**src/rtl/rxu_consts.svh**
```systemverilog
// constants of the receive burst interface: offsets, fields, counts
// assumes nothing; included by the package and by the design modules
`ifndef RXU_CONSTS_SVH
`define RXU_CONSTS_SVH

// ----------------------------------------------------------------
// data bus geometry
// ----------------------------------------------------------------
`define RXU_WORDS          8
`define RXU_WORD_BITS      64
`define RXU_WORD_BYTES     8
`define RXU_CHAN_BITS      8
`define RXU_CNT_FULL       4'h8
`define RXU_CNT_IDLE       4'h0
`define RXU_EOP_NONE       4'h0
`define RXU_NV_LOW_UNUSED  4'h0

// ----------------------------------------------------------------
// reset and bring-up
// ----------------------------------------------------------------
`define RXU_SEQ_CYCLES     8'h20
`define RXU_SEQ_ONE        8'h01

// ----------------------------------------------------------------
// register map, byte offsets and fields
// ----------------------------------------------------------------
`define RXU_ADR_CTRL       5'h00
`define RXU_ADR_STATUS     5'h04
`define RXU_ADR_BEATS      5'h08
`define RXU_ADR_PKTS       5'h0C
`define RXU_ADR_ERRS       5'h10
`define RXU_CTRL_EN        0
`define RXU_CTRL_CLR       1
`define RXU_ST_READY       0
`define RXU_ST_TXAL        1
`define RXU_ST_WORD        2
`define RXU_ST_FRAME       3
`define RXU_ST_RXAL        4
`define RXU_ST_FULL        5
`define RXU_ST_EMPTY       6
`define RXU_ST_BADCNT      8
`define RXU_CNT_ONE        32'h0000_0001

`endif

```
**src/rtl/rxu_pkg.sv**
```systemverilog
// types shared by the receive burst interface modules
// assumes rxu_consts.svh is on the include path
`include "rxu_consts.svh"

package rxu_pkg;

	// ------------------------------------------------------------
	// beat arriving from the deframer, words packed from word 0 up
	// ------------------------------------------------------------
	typedef struct packed {
		logic                                   sop;
		logic                                   eob;
		logic                                   eop;
		logic [`RXU_CHAN_BITS-1:0]              chan;
		logic [3:0]                             count;
		logic [2:0]                             last_bytes;
		logic [`RXU_WORDS*`RXU_WORD_BITS-1:0]   data;
	} rxu_in_t;

	// ------------------------------------------------------------
	// beat as delivered to the application
	// ------------------------------------------------------------
	typedef struct packed {
		logic [1:0]                             sop;
		logic [1:0]                             sob;
		logic                                   eob;
		logic [`RXU_CHAN_BITS-1:0]              chan;
		logic [7:0]                             num_valid;
		logic [3:0]                             eopbits;
		logic [`RXU_WORDS*`RXU_WORD_BITS-1:0]   data;
	} rxu_beat_t;

	// bring-up states
	typedef enum logic [1:0] {
		ST_RESET = 2'b00,
		ST_SEQ   = 2'b01,
		ST_LINK  = 2'b10,
		ST_UP    = 2'b11
	} rxu_state_t;

endpackage

```
**src/rtl/rxu_skid.sv**
```systemverilog
// two-entry buffer holding delivered beats
// assumes a synchronous active-high reset from the core's own sync
`timescale 1ns/1ps
`include "rxu_consts.svh"

module rxu_skid (
	input  wire logic              clk_i,
	input  wire logic              rst_i,
	input  wire logic              in_valid_i,
	output logic                   in_ready_o,
	input  wire rxu_pkg::rxu_beat_t in_beat_i,
	output logic                   out_valid_o,
	input  wire logic              out_ready_i,
	output rxu_pkg::rxu_beat_t     out_beat_o,
	output logic                   full_o,
	output logic                   empty_o
);

	rxu_pkg::rxu_beat_t skid;
	logic               skid_v;
	logic               push;
	logic               pop;

	// ------------------------------------------------------------
	// handshakes
	// ------------------------------------------------------------
	// second entry free means a word can always be caught
	assign in_ready_o = ~skid_v;
	assign push       = in_valid_i & in_ready_o;
	assign pop        = out_valid_o & out_ready_i;
	assign full_o     = skid_v;
	assign empty_o    = ~out_valid_o;

	// output entry; cleared when empty so idle shows all zeros
	always_ff @(posedge clk_i) begin
		if (rst_i) begin
			out_beat_o  <= '0;
			out_valid_o <= 1'b0;
		end else if (~out_valid_o | pop) begin
			if (skid_v) begin
				out_beat_o  <= skid;
				out_valid_o <= 1'b1;
			end else if (push) begin
				out_beat_o  <= in_beat_i;
				out_valid_o <= 1'b1;
			end else begin
				out_beat_o  <= '0;
				out_valid_o <= 1'b0;
			end
		end
	end

	// skid entry; filled only while output stalls
	always_ff @(posedge clk_i) begin
		if (rst_i) begin
			skid   <= '0;
			skid_v <= 1'b0;
		end else if (~out_valid_o | pop) begin
			skid   <= '0;
			skid_v <= 1'b0;
		end else if (push) begin
			skid   <= in_beat_i;
			skid_v <= 1'b1;
		end
	end

endmodule

```
**src/rtl/rxu_core.sv**
```systemverilog
// receive user burst interface with reset and link bring-up
// assumes deframed beats on the in_* group, a wishbone classic master,
// and lane lock indications from the receive lanes
//
// Our own choices: the Wishbone slave port and the register addresses.
`timescale 1ns/1ps
`include "rxu_consts.svh"

module rxu_core (
	input  wire logic                   clk_i,
	input  wire logic                   reset_n_i,
	// wishbone classic slave
	input  wire logic                   wb_cyc_i,
	input  wire logic                   wb_stb_i,
	input  wire logic                   wb_we_i,
	input  wire logic [4:0]             wb_adr_i,
	input  wire logic [3:0]             wb_sel_i,
	input  wire logic [31:0]            wb_dat_i,
	output logic [31:0]                 wb_dat_o,
	output logic                        wb_ack_o,
	// lane lock indications
	input  wire logic                   lane_word_lock_i,
	input  wire logic                   lane_frame_lock_i,
	input  wire logic                   lane_align_i,
	// link status
	output logic                        tx_lanes_aligned_o,
	output logic                        frame_locked_o,
	output logic                        word_locked_o,
	output logic                        rx_lanes_aligned_o,
	// deframed beats
	input  wire logic                   in_valid_i,
	output logic                        in_ready_o,
	input  wire rxu_pkg::rxu_in_t       in_beat_i,
	// application side
	input  wire logic                   rx_ready_i,
	output logic [1:0]                  rx_sop_o,
	output logic [1:0]                  rx_sob_o,
	output logic                        rx_eob_o,
	output logic [`RXU_CHAN_BITS-1:0]   rx_chan_o,
	output logic [7:0]                  rx_num_valid_o,
	output logic [3:0]                  rx_eopbits_o,
	output logic [`RXU_WORDS*`RXU_WORD_BITS-1:0] rx_dout_words_o
);

	// ------------------------------------------------------------
	// declarations
	// ------------------------------------------------------------
	logic [1:0]             rst_sync;
	logic                   rst;
	rxu_pkg::rxu_state_t    state;
	rxu_pkg::rxu_state_t    next_state;
	logic [7:0]             seq_cnt;
	logic                   seq_done;
	logic                   ctrl_en;
	logic                   bad_seen;
	logic [31:0]            beat_cnt;
	logic [31:0]            pkt_cnt;
	logic [31:0]            err_cnt;
	logic                   wb_req;
	logic                   wb_wr;
	logic                   clr_pulse;
	logic                   st_clr;
	logic                   path_on;
	logic                   take;
	logic                   cnt_bad;
	logic                   push;
	logic                   drop_bad;
	logic                   in_burst;
	logic                   buf_ready;
	logic                   buf_full;
	logic                   buf_empty;
	logic                   out_valid;
	logic [3:0]             cnt;
	logic [3:0]             bytes_n;
	logic [`RXU_WORDS*`RXU_WORD_BITS-1:0] packed_data;
	rxu_pkg::rxu_beat_t     beat;
	rxu_pkg::rxu_beat_t     out_beat;
	logic [31:0]            status_word;

	// ------------------------------------------------------------
	// reset
	// ------------------------------------------------------------
	// async assert, sync release
	always_ff @(posedge clk_i or negedge reset_n_i) begin
		if (!reset_n_i) begin
			rst_sync <= 2'b00;
		end else begin
			rst_sync <= {rst_sync[0], 1'b1};
		end
	end

	assign rst = ~rst_sync[1];

	// ------------------------------------------------------------
	// bring-up sequence
	// ------------------------------------------------------------
	// sequence counter runs only in ST_SEQ
	always_ff @(posedge clk_i) begin
		if (rst) begin
			seq_cnt <= `RXU_SEQ_CYCLES;
		end else if (state == rxu_pkg::ST_SEQ && seq_cnt != 8'h00) begin
			seq_cnt <= seq_cnt - `RXU_SEQ_ONE;
		end
	end

	assign seq_done = (seq_cnt == 8'h00);

	always_comb begin
		next_state = state;
		unique case (state)
			rxu_pkg::ST_RESET: begin
				next_state = rxu_pkg::ST_SEQ;
			end
			rxu_pkg::ST_SEQ: begin
				if (seq_done) begin
					next_state = rxu_pkg::ST_LINK;
				end
			end
			rxu_pkg::ST_LINK: begin
				if (lane_word_lock_i & lane_frame_lock_i & lane_align_i) begin
					next_state = rxu_pkg::ST_UP;
				end
			end
			rxu_pkg::ST_UP: begin
				if (~(lane_word_lock_i & lane_frame_lock_i & lane_align_i)) begin
					next_state = rxu_pkg::ST_LINK;
				end
			end
		endcase
	end

	// state register
	always_ff @(posedge clk_i) begin
		if (rst) begin
			state <= rxu_pkg::ST_RESET;
		end else begin
			state <= next_state;
		end
	end

	always_ff @(posedge clk_i) begin
		if (rst) begin
			tx_lanes_aligned_o <= 1'b0;
			word_locked_o      <= 1'b0;
			frame_locked_o     <= 1'b0;
			rx_lanes_aligned_o <= 1'b0;
		end else begin
			tx_lanes_aligned_o <= (next_state == rxu_pkg::ST_LINK) |
				(next_state == rxu_pkg::ST_UP);
			word_locked_o      <= (next_state == rxu_pkg::ST_LINK |
				next_state == rxu_pkg::ST_UP) & lane_word_lock_i;
			frame_locked_o     <= (next_state == rxu_pkg::ST_LINK |
				next_state == rxu_pkg::ST_UP) & lane_word_lock_i &
				lane_frame_lock_i;
			rx_lanes_aligned_o <= (next_state == rxu_pkg::ST_UP);
		end
	end

	// ------------------------------------------------------------
	// wishbone slave
	// ------------------------------------------------------------
	assign wb_req = wb_cyc_i & wb_stb_i & ~wb_ack_o;
	assign wb_wr  = wb_cyc_i & wb_stb_i & wb_ack_o & wb_we_i & wb_sel_i[0];

	// ack one cycle after the request, dropped the cycle after
	always_ff @(posedge clk_i) begin
		if (rst) begin
			wb_ack_o <= 1'b0;
		end else begin
			wb_ack_o <= wb_req;
		end
	end

	assign clr_pulse = wb_wr & (wb_adr_i == `RXU_ADR_CTRL) &
		wb_dat_i[`RXU_CTRL_CLR];
	assign st_clr    = wb_wr & (wb_adr_i == `RXU_ADR_STATUS) &
		wb_dat_i[`RXU_ST_BADCNT];

	// control register: delivery enable
	always_ff @(posedge clk_i) begin
		if (rst) begin
			ctrl_en <= 1'b1;
		end else if (wb_wr && wb_adr_i == `RXU_ADR_CTRL) begin
			ctrl_en <= wb_dat_i[`RXU_CTRL_EN];
		end
	end

	// sticky bad count flag; a new event wins over the clear
	always_ff @(posedge clk_i) begin
		if (rst) begin
			bad_seen <= 1'b0;
		end else if (drop_bad) begin
			bad_seen <= 1'b1;
		end else if (st_clr) begin
			bad_seen <= 1'b0;
		end
	end

	// ready bit tells software the sequence has finished
	always_comb begin
		status_word                  = 32'h0000_0000;
		status_word[`RXU_ST_READY]   = (state == rxu_pkg::ST_LINK) |
			(state == rxu_pkg::ST_UP);
		status_word[`RXU_ST_TXAL]    = tx_lanes_aligned_o;
		status_word[`RXU_ST_WORD]    = word_locked_o;
		status_word[`RXU_ST_FRAME]   = frame_locked_o;
		status_word[`RXU_ST_RXAL]    = rx_lanes_aligned_o;
		status_word[`RXU_ST_FULL]    = buf_full;
		status_word[`RXU_ST_EMPTY]   = buf_empty;
		status_word[`RXU_ST_BADCNT]  = bad_seen;
	end

	// read data, zero for unmapped offsets
	always_ff @(posedge clk_i) begin
		if (rst) begin
			wb_dat_o <= 32'h0000_0000;
		end else if (wb_req) begin
			unique case (wb_adr_i)
				`RXU_ADR_CTRL:   wb_dat_o <= {31'h0000_0000, ctrl_en};
				`RXU_ADR_STATUS: wb_dat_o <= status_word;
				`RXU_ADR_BEATS:  wb_dat_o <= beat_cnt;
				`RXU_ADR_PKTS:   wb_dat_o <= pkt_cnt;
				`RXU_ADR_ERRS:   wb_dat_o <= err_cnt;
				default:         wb_dat_o <= 32'h0000_0000;
			endcase
		end
	end

	// ------------------------------------------------------------
	// intake of deframed beats
	// ------------------------------------------------------------
	assign path_on  = ctrl_en & (state == rxu_pkg::ST_UP);
	// beats arriving while the path is off are taken and dropped
	assign in_ready_o = buf_ready | ~path_on;
	assign take     = in_valid_i & in_ready_o;
	assign cnt      = in_beat_i.count;
	assign cnt_bad  = (cnt > `RXU_CNT_FULL);
	// zero count is idle, never forwarded
	assign push     = take & path_on & ~cnt_bad & (cnt != `RXU_CNT_IDLE);
	assign drop_bad = take & path_on & cnt_bad;
	// a zero byte count means the whole last word
	assign bytes_n  = (in_beat_i.last_bytes == 3'b000) ? 4'h8 :
		{1'b0, in_beat_i.last_bytes};

	// ------------------------------------------------------------
	// word and byte placement
	// ------------------------------------------------------------
	genvar gi;
	generate
		for (gi = 0; gi < `RXU_WORDS*`RXU_WORD_BYTES; gi++) begin : g_byte
			localparam logic [3:0] SLOT = 4'(gi / `RXU_WORD_BYTES);
			localparam logic [3:0] BYTE = 4'(gi % `RXU_WORD_BYTES);
			localparam logic [3:0] SRC  = 4'(`RXU_WORDS - 1) - SLOT;
			localparam int         IDX  = (`RXU_WORDS - 1 - gi / 8) *
				`RXU_WORD_BITS + (gi % 8) * 8;
			logic keep;
			// trim low bytes of the final word
			assign keep = ~(in_beat_i.eop && SRC == cnt - 4'h1 &&
				BYTE < 4'h8 - bytes_n);
			// source word k lands in slot 7-k
			assign packed_data[gi*8 +: 8] = (SRC < cnt && keep) ?
				in_beat_i.data[IDX +: 8] : 8'h00;
		end
	endgenerate

	// ------------------------------------------------------------
	// burst tracking
	// ------------------------------------------------------------
	// open burst state; channel may change between bursts
	always_ff @(posedge clk_i) begin
		if (rst) begin
			in_burst <= 1'b0;
		end else if (push) begin
			in_burst <= ~(in_beat_i.eob | in_beat_i.eop);
		end
	end

	// assemble the delivered beat
	always_comb begin
		beat           = '0;
		beat.chan      = in_beat_i.chan;
		beat.data      = packed_data;
		// start of packet also starts a burst
		beat.sop[1]    = in_beat_i.sop;
		beat.sop[0]    = 1'b0;
		beat.sob[0]    = 1'b0;
		// start on first cycle of a burst
		beat.sob[1]    = ~in_burst | in_beat_i.sop;
		// eob may share the cycle with sob
		beat.eob       = in_beat_i.eob | in_beat_i.eop;
		// full bus reads as 1000 in the upper nibble
		beat.num_valid = {cnt, `RXU_NV_LOW_UNUSED};
		// top bit end, low bits byte count
		// continuation keeps the field at zero
		beat.eopbits   = in_beat_i.eop ?
			{1'b1, in_beat_i.last_bytes} : `RXU_EOP_NONE;
	end

	// ------------------------------------------------------------
	// counters
	// ------------------------------------------------------------
	// delivered beats
	always_ff @(posedge clk_i) begin
		if (rst | clr_pulse) begin
			beat_cnt <= 32'h0000_0000;
		end else if (push) begin
			beat_cnt <= beat_cnt + `RXU_CNT_ONE;
		end
	end

	// completed packets
	always_ff @(posedge clk_i) begin
		if (rst | clr_pulse) begin
			pkt_cnt <= 32'h0000_0000;
		end else if (push & in_beat_i.eop) begin
			pkt_cnt <= pkt_cnt + `RXU_CNT_ONE;
		end
	end

	// beats dropped for an out-of-range count
	always_ff @(posedge clk_i) begin
		if (rst | clr_pulse) begin
			err_cnt <= 32'h0000_0000;
		end else if (drop_bad) begin
			err_cnt <= err_cnt + `RXU_CNT_ONE;
		end
	end

	// ------------------------------------------------------------
	// output buffer
	// ------------------------------------------------------------
	// outputs from flops, zero while empty
	rxu_skid u_skid (
		.clk_i       (clk_i),
		.rst_i       (rst),
		.in_valid_i  (push),
		.in_ready_o  (buf_ready),
		.in_beat_i   (beat),
		.out_valid_o (out_valid),
		.out_ready_i (rx_ready_i),
		.out_beat_o  (out_beat),
		.full_o      (buf_full),
		.empty_o     (buf_empty)
	);

	// channel stays on the bus only with its beat
	assign rx_sop_o        = out_beat.sop;
	assign rx_sob_o        = out_beat.sob;
	assign rx_eob_o        = out_beat.eob;
	assign rx_chan_o       = out_beat.chan;
	assign rx_num_valid_o  = out_beat.num_valid;
	assign rx_eopbits_o    = out_beat.eopbits;
	assign rx_dout_words_o = out_beat.data;

endmodule

```
**config.mk**
```make
export PLATFORM = sky130hd
export DESIGN_NAME = rxu_core
export DESIGN_NICKNAME = d
export VERILOG_FILES = /design/src/rtl/rxu_pkg.sv /design/src/rtl/rxu_skid.sv /design/src/rtl/rxu_core.sv
export VERILOG_INCLUDE_DIRS = /design/src /design/src/rtl
export SDC_FILE = /design/constraint.sdc
export NUM_CORES = 2
export LEC_CHECK = 0
export ABC_AREA = 1
export BUFFER_PORTS_ARGS = -buffer_cell sky130_fd_sc_hd__buf_2
export CAP_MARGIN = 10
export CORE_AREA = 4 4 455 457
export CTS_CLUSTER_DIAMETER = 50
export DETAILED_ROUTE_END_ITERATION = 8
export DIE_AREA = 0 0 459 461
export GPL_TIMING_DRIVEN = 0
export SYNTH_ARGS = -nofsm -noshare
export SYNTH_HDL_FRONTEND = slang
export SYNTH_SLANG_ARGS = --single-unit
```
**constraint.sdc**
```tcl
create_clock -name clk_i -period 2.2 [get_ports clk_i]
set_clock_uncertainty 0.15 [all_clocks]
set_input_delay 0.44 -clock clk_i [delete_from_list [all_inputs] [get_ports clk_i]]
set_output_delay 0.44 -clock clk_i [all_outputs]
set_load 0.02 [all_outputs]
```
==> parameters.txt <==
Parameter                              Value

Run status
  Status    finished, violations left
  Violated checks    setup timing

CTS
  Clock edge transition at the registers on the reported setup and hold paths    0.06 ns
  Total clock buffers created by CTS    around 150
  Clock latency on the worst-skew pair    a little over 0.8 ns
  Clock buffer depth    3
  Clock root cell    sky130_fd_sc_hd__clkbuf_16
  CTS H-Tree Depth    4
  CTS tree    yes
  Number of sinks driven by the clock tree    1212

Finish
  Highest-count cells in the layout ignoring fill and taps    1680 x sky130_fd_sc_hd__a21oi_1, 1203 x sky130_fd_sc_hd__dfxtp_1, 1186 x sky130_fd_sc_hd__buf_2
  Most common library cell in the layout ignoring fill and taps    sky130_fd_sc_hd__a21oi_1
  # nets final    9120
  Layout overhead on the synthesized area    44.9%
  Layout cells sized above 1    22.1%
  Util after Layout    about a third
  Filler instances    21200

Hold path
  Worst hold path class    input port to flop
  Hold worst-path end    u_skid.skid[532]$_SDFFE_PP0P_
  Startpoint of the tightest hold check path    in_beat_i[527]
  Hold-critical path depth    3

Logic synthesis
  Synth Area per Inst    around 7.4 sq um
  Share of synthesized registers carrying an async set or reset    0.165%
  Share of Yosys cell area claimed by the top area cell type    49.3%
  Area contributors post-synth    sky130_fd_sc_hd__dfxtp_1 49%, sky130_fd_sc_hd__a21oi_1 18%, sky130_fd_sc_hd__nand2_1 8.8%, sky130_fd_sc_hd__nand3_1 5.9%, sky130_fd_sc_hd__o21ai_0 5.8%
  Biggest area consumer among synthesized cells    sky130_fd_sc_hd__dfxtp_1
  Post-synthesis sequential element count    roughly 1200
  Leading register cell type out of synthesis    sky130_fd_sc_hd__dfxtp_1
  Yosys warning total    0
  Netlist Area Pre-Place    49100 sq um
  Synthesized instance count    between 6000 and 7000
  Number of synthesized flops with an enable pin    0
  Sequential element share of the synthesized area    between 40% and 50%
  Count of unique library cells instantiated by Yosys    36

Timing
  Worst Tran Pin Value    between 0.9 and 1 ns
  Endpoints failing setup    11
  Final number of max-transition violations    0
  Headroom to the max-slew limit    35.3%
  Portion of the clock cycle consumed by the worst path in the final layout    104%
  Maximum clock rate    435 MHz
  RSZ-0062 raised after global routing    yes
  Worst path setup slack after routing    -0.0978 ns
  Hold slack    0.101 ns
  Endpoints failing hold    0
  Clock period minus worst slack    between 2 and 2.5 ns

Floorplan
  Total Die Area    about 210000 sq um
  DIE WIDTH    459 um
  Core box area    204000 sq um
  Number of rows in the core area    166
  Ports    between 1000 and 1500
  Die Ht    around 460 um
  Effective utilization at floorplan    24.1%

Setup path
  Launch point of the worst reg-to-reg path    wb_ack_o$_SDFF_PN0_
  Kind of start point of the critical path    flop
  Worst path arrival time    1.71 ns
  CP endpoint kind    output port
  Worst R2R Path Depth    9
  FF-to-FF setup slack    0 ns
  Maximum fanout encountered on the critical timing path    4
  Kind of critical path    flop to output port
  Critical Path RT    between 1.5 and 2 ns
  Endpoint of the most critical register-to-register path    beat_cnt[7]$_SDFFE_PP0N_

GRT
  GRT Resource Usage Total    24.8%
  Initial antenna violation count    71
  Number of global-route vias before repair    54300
  Leftover overflow at the end of global routing    0
  Largest net degree at the start of global routing    17
  First-pass GRT wire length    384 mm

Routing
  Pre-antenna DRT Iters    8
  Number of DRC markers after the initial detailed-route iteration    slightly below 6000
  Count of nets left with antenna violations after detail routing    0
  Post-route DRC violation count    0
  DR vias    57100
  Average vias per placed instance    5.01
  Total wirelength of the detailed-routed design    278 mm
  Routed length per instance    24.4 um

Power and ir drop
  Post-layout total power    ~53000 uW
  Total internal power    39700 uW
  Combinational group share of total power    8.5%
  Proportion of power drawn by the clock network    49.8%
  Switching component of the power    about 14000 uW
  Peak ir drop on the vdd network    0.693 mV
  Areal power density over the cells    750 nW/um^2
  Static Leakage    0.0276 uW
  Net Sw Frac    25.7%
  Sequential fraction of design power    41.7%

Flow run
  Maximum capacitance violations    0

Place
  Routability congestion estimate    0.973
  HPWL after detailed placement    218 mm
  Total of buffers placed on input and output ports    1116
[registers in the layout, summed over array words and instances, names as in the netlist, 2 cells and up]
signal	count
err_cnt	32
pkt_cnt	32
beat_cnt	32
seq_cnt	8
wb_dat_o	32
u_skid.out_beat_o	531
state	2
rst_sync	2
u_skid.skid	531
[what timing repair did]
item,4_1_cts,5_1_grt
gates cloned,2,5
resized for setup,326,266
setup buffers,24,6
hold endpoints to repair,1069,0
endpoints found under the setup margin,1215,848
hold buffers,541,0
pin swaps,8,21
[synth_stat cells, types with 2 or more instances]
cell                       count
sky130_fd_sc_hd__dfrtp_1       2
sky130_fd_sc_hd__buf_4        22
sky130_fd_sc_hd__xnor2_1      10
sky130_fd_sc_hd__o21ai_0     572
sky130_fd_sc_hd__clkinv_1      2
sky130_fd_sc_hd__o211ai_1     16
sky130_fd_sc_hd__inv_2         3
sky130_fd_sc_hd__conb_1        2
sky130_fd_sc_hd__nor2_1      453
sky130_fd_sc_hd__dfxtp_1    1210
sky130_fd_sc_hd__clkbuf_1    354
sky130_fd_sc_hd__inv_1       346
sky130_fd_sc_hd__ha_1          7
sky130_fd_sc_hd__buf_2       113
sky130_fd_sc_hd__nor2_4        2
sky130_fd_sc_hd__nand4_1      31
sky130_fd_sc_hd__a21oi_1    1718
sky130_fd_sc_hd__nor2_2        2
sky130_fd_sc_hd__xor2_1       20
sky130_fd_sc_hd__nor3_1       12
sky130_fd_sc_hd__nand3_1     577
sky130_fd_sc_hd__a21oi_2      18
sky130_fd_sc_hd__nand2_1    1154
sky130_fd_sc_hd__buf_1         4
sky130_fd_sc_hd__nand2_2       2
sky130_fd_sc_hd__nand3b_1      6
[kinds of logic (layout without fill, tap and decap cells)]
| family | Yosys count | in the layout | synth area share, % |
|---|---|---|---|
| adder cells (fa/ha/maj) | 7 | 7 | 0.178 |
| buffers and inverters | 844 | 2833 | 6.90 |
| XOR/XNOR | 31 | 31 | 0.568 |
| AO/OA/AOI/OAI | 2330 | 2330 | 24.0 |
| other | 2 | 53 | 0.0153 |
| AND/OR/NAND/NOR | 2242 | 2242 | 18.9 |
| flip-flops | 1212 | 1212 | 49.4 |
[worst max-delay path by stage]
stage	startpoint	end	slack [ns]	depth (start not counted)
3_3_place_gp	in_beat_i[512]	u_skid.skid[31]$_SDFFE_PP0P_	-5.01	7
3_5_place_dp	in_beat_i[513]	u_skid.out_beat_o[85]$_SDFFE_PN0P_	-1.71	8
4_1_cts	u_skid.full_o$_SDFFE_PP0P_	in_ready_o	-0.28	5
5_1_grt	u_skid.full_o$_SDFFE_PP0P_	in_ready_o	-0.16	4
6_report	u_skid.full_o$_SDFFE_PP0P_	in_ready_o	-0.1	4
2_1_floorplan	in_beat_i[513]	u_skid.skid[34]$_SDFFE_PP0P_	0.21	7
[worst max-delay path, cell delays in order (launching register included)]
cell and delay, ns:
sky130_fd_sc_hd__dfxtp_2 0.35, sky130_fd_sc_hd__clkbuf_16 0.17, sky130_fd_sc_hd__clkbuf_16 0.16, sky130_fd_sc_hd__nand2_4 0.05, sky130_fd_sc_hd__buf_8 0.14
[routing by layer]
metal	vias to the layer above	GRT usage (%)	wire length [um]
met2	2939	39.3	124000
met3	648	6.66	25000
met5	-	0	220
met1	27200	29.9	109000
met4	38	15.1	19200
li1	26300	-	-
[stage by stage]
step                      area [sq um]  setup slack [ns]  std cells  setup TNS (ns)
after floorplan                  49100             0.210       6673               0
after global placement           58100             -5.01      10500        -2610.30
after detailed placement         58500             -1.71      10500        -1406.66
after CTS                        70400            -0.278      11300          -0.281
after global routing             71200            -0.156      11400          -0.203
final                            71200           -0.0978      11400          -0.177
[power groups by stage]
| stage | Clock (uW) | Sequential, uW | Combinational (uW) |
|---|---|---|---|
| after floorplan | 0 | 22800 | 1410 |
| after global placement | 0 | 22700 | 3270 |
| after detailed placement | 0 | 22700 | 3390 |
| after CTS | 26900 | 22300 | 4400 |
| after global routing | 27800 | 22300 | 4830 |
| final | 26600 | 22300 | 4520 |
[final cells by class]
type / instances / area [sq um] / area share, %
Sequential cell: 1212 / 24300 / 34.1
Multi-Input combinational cell: 4617 / 22000 / 30.9
Timing Repair Buffer: 1708 / 11900 / 16.7
Clock buffer: 206 / 4380 / 6.16
Tap cell: 2688 / 3360 / 4.72
Buffer: 488 / 2860 / 4.02
Inverter: 351 / 1330 / 1.87
Clock inverter: 80 / 992 / 1.39
Antenna cell: 46 / 115 / 0.162
(Power assumes the default switching activity.)
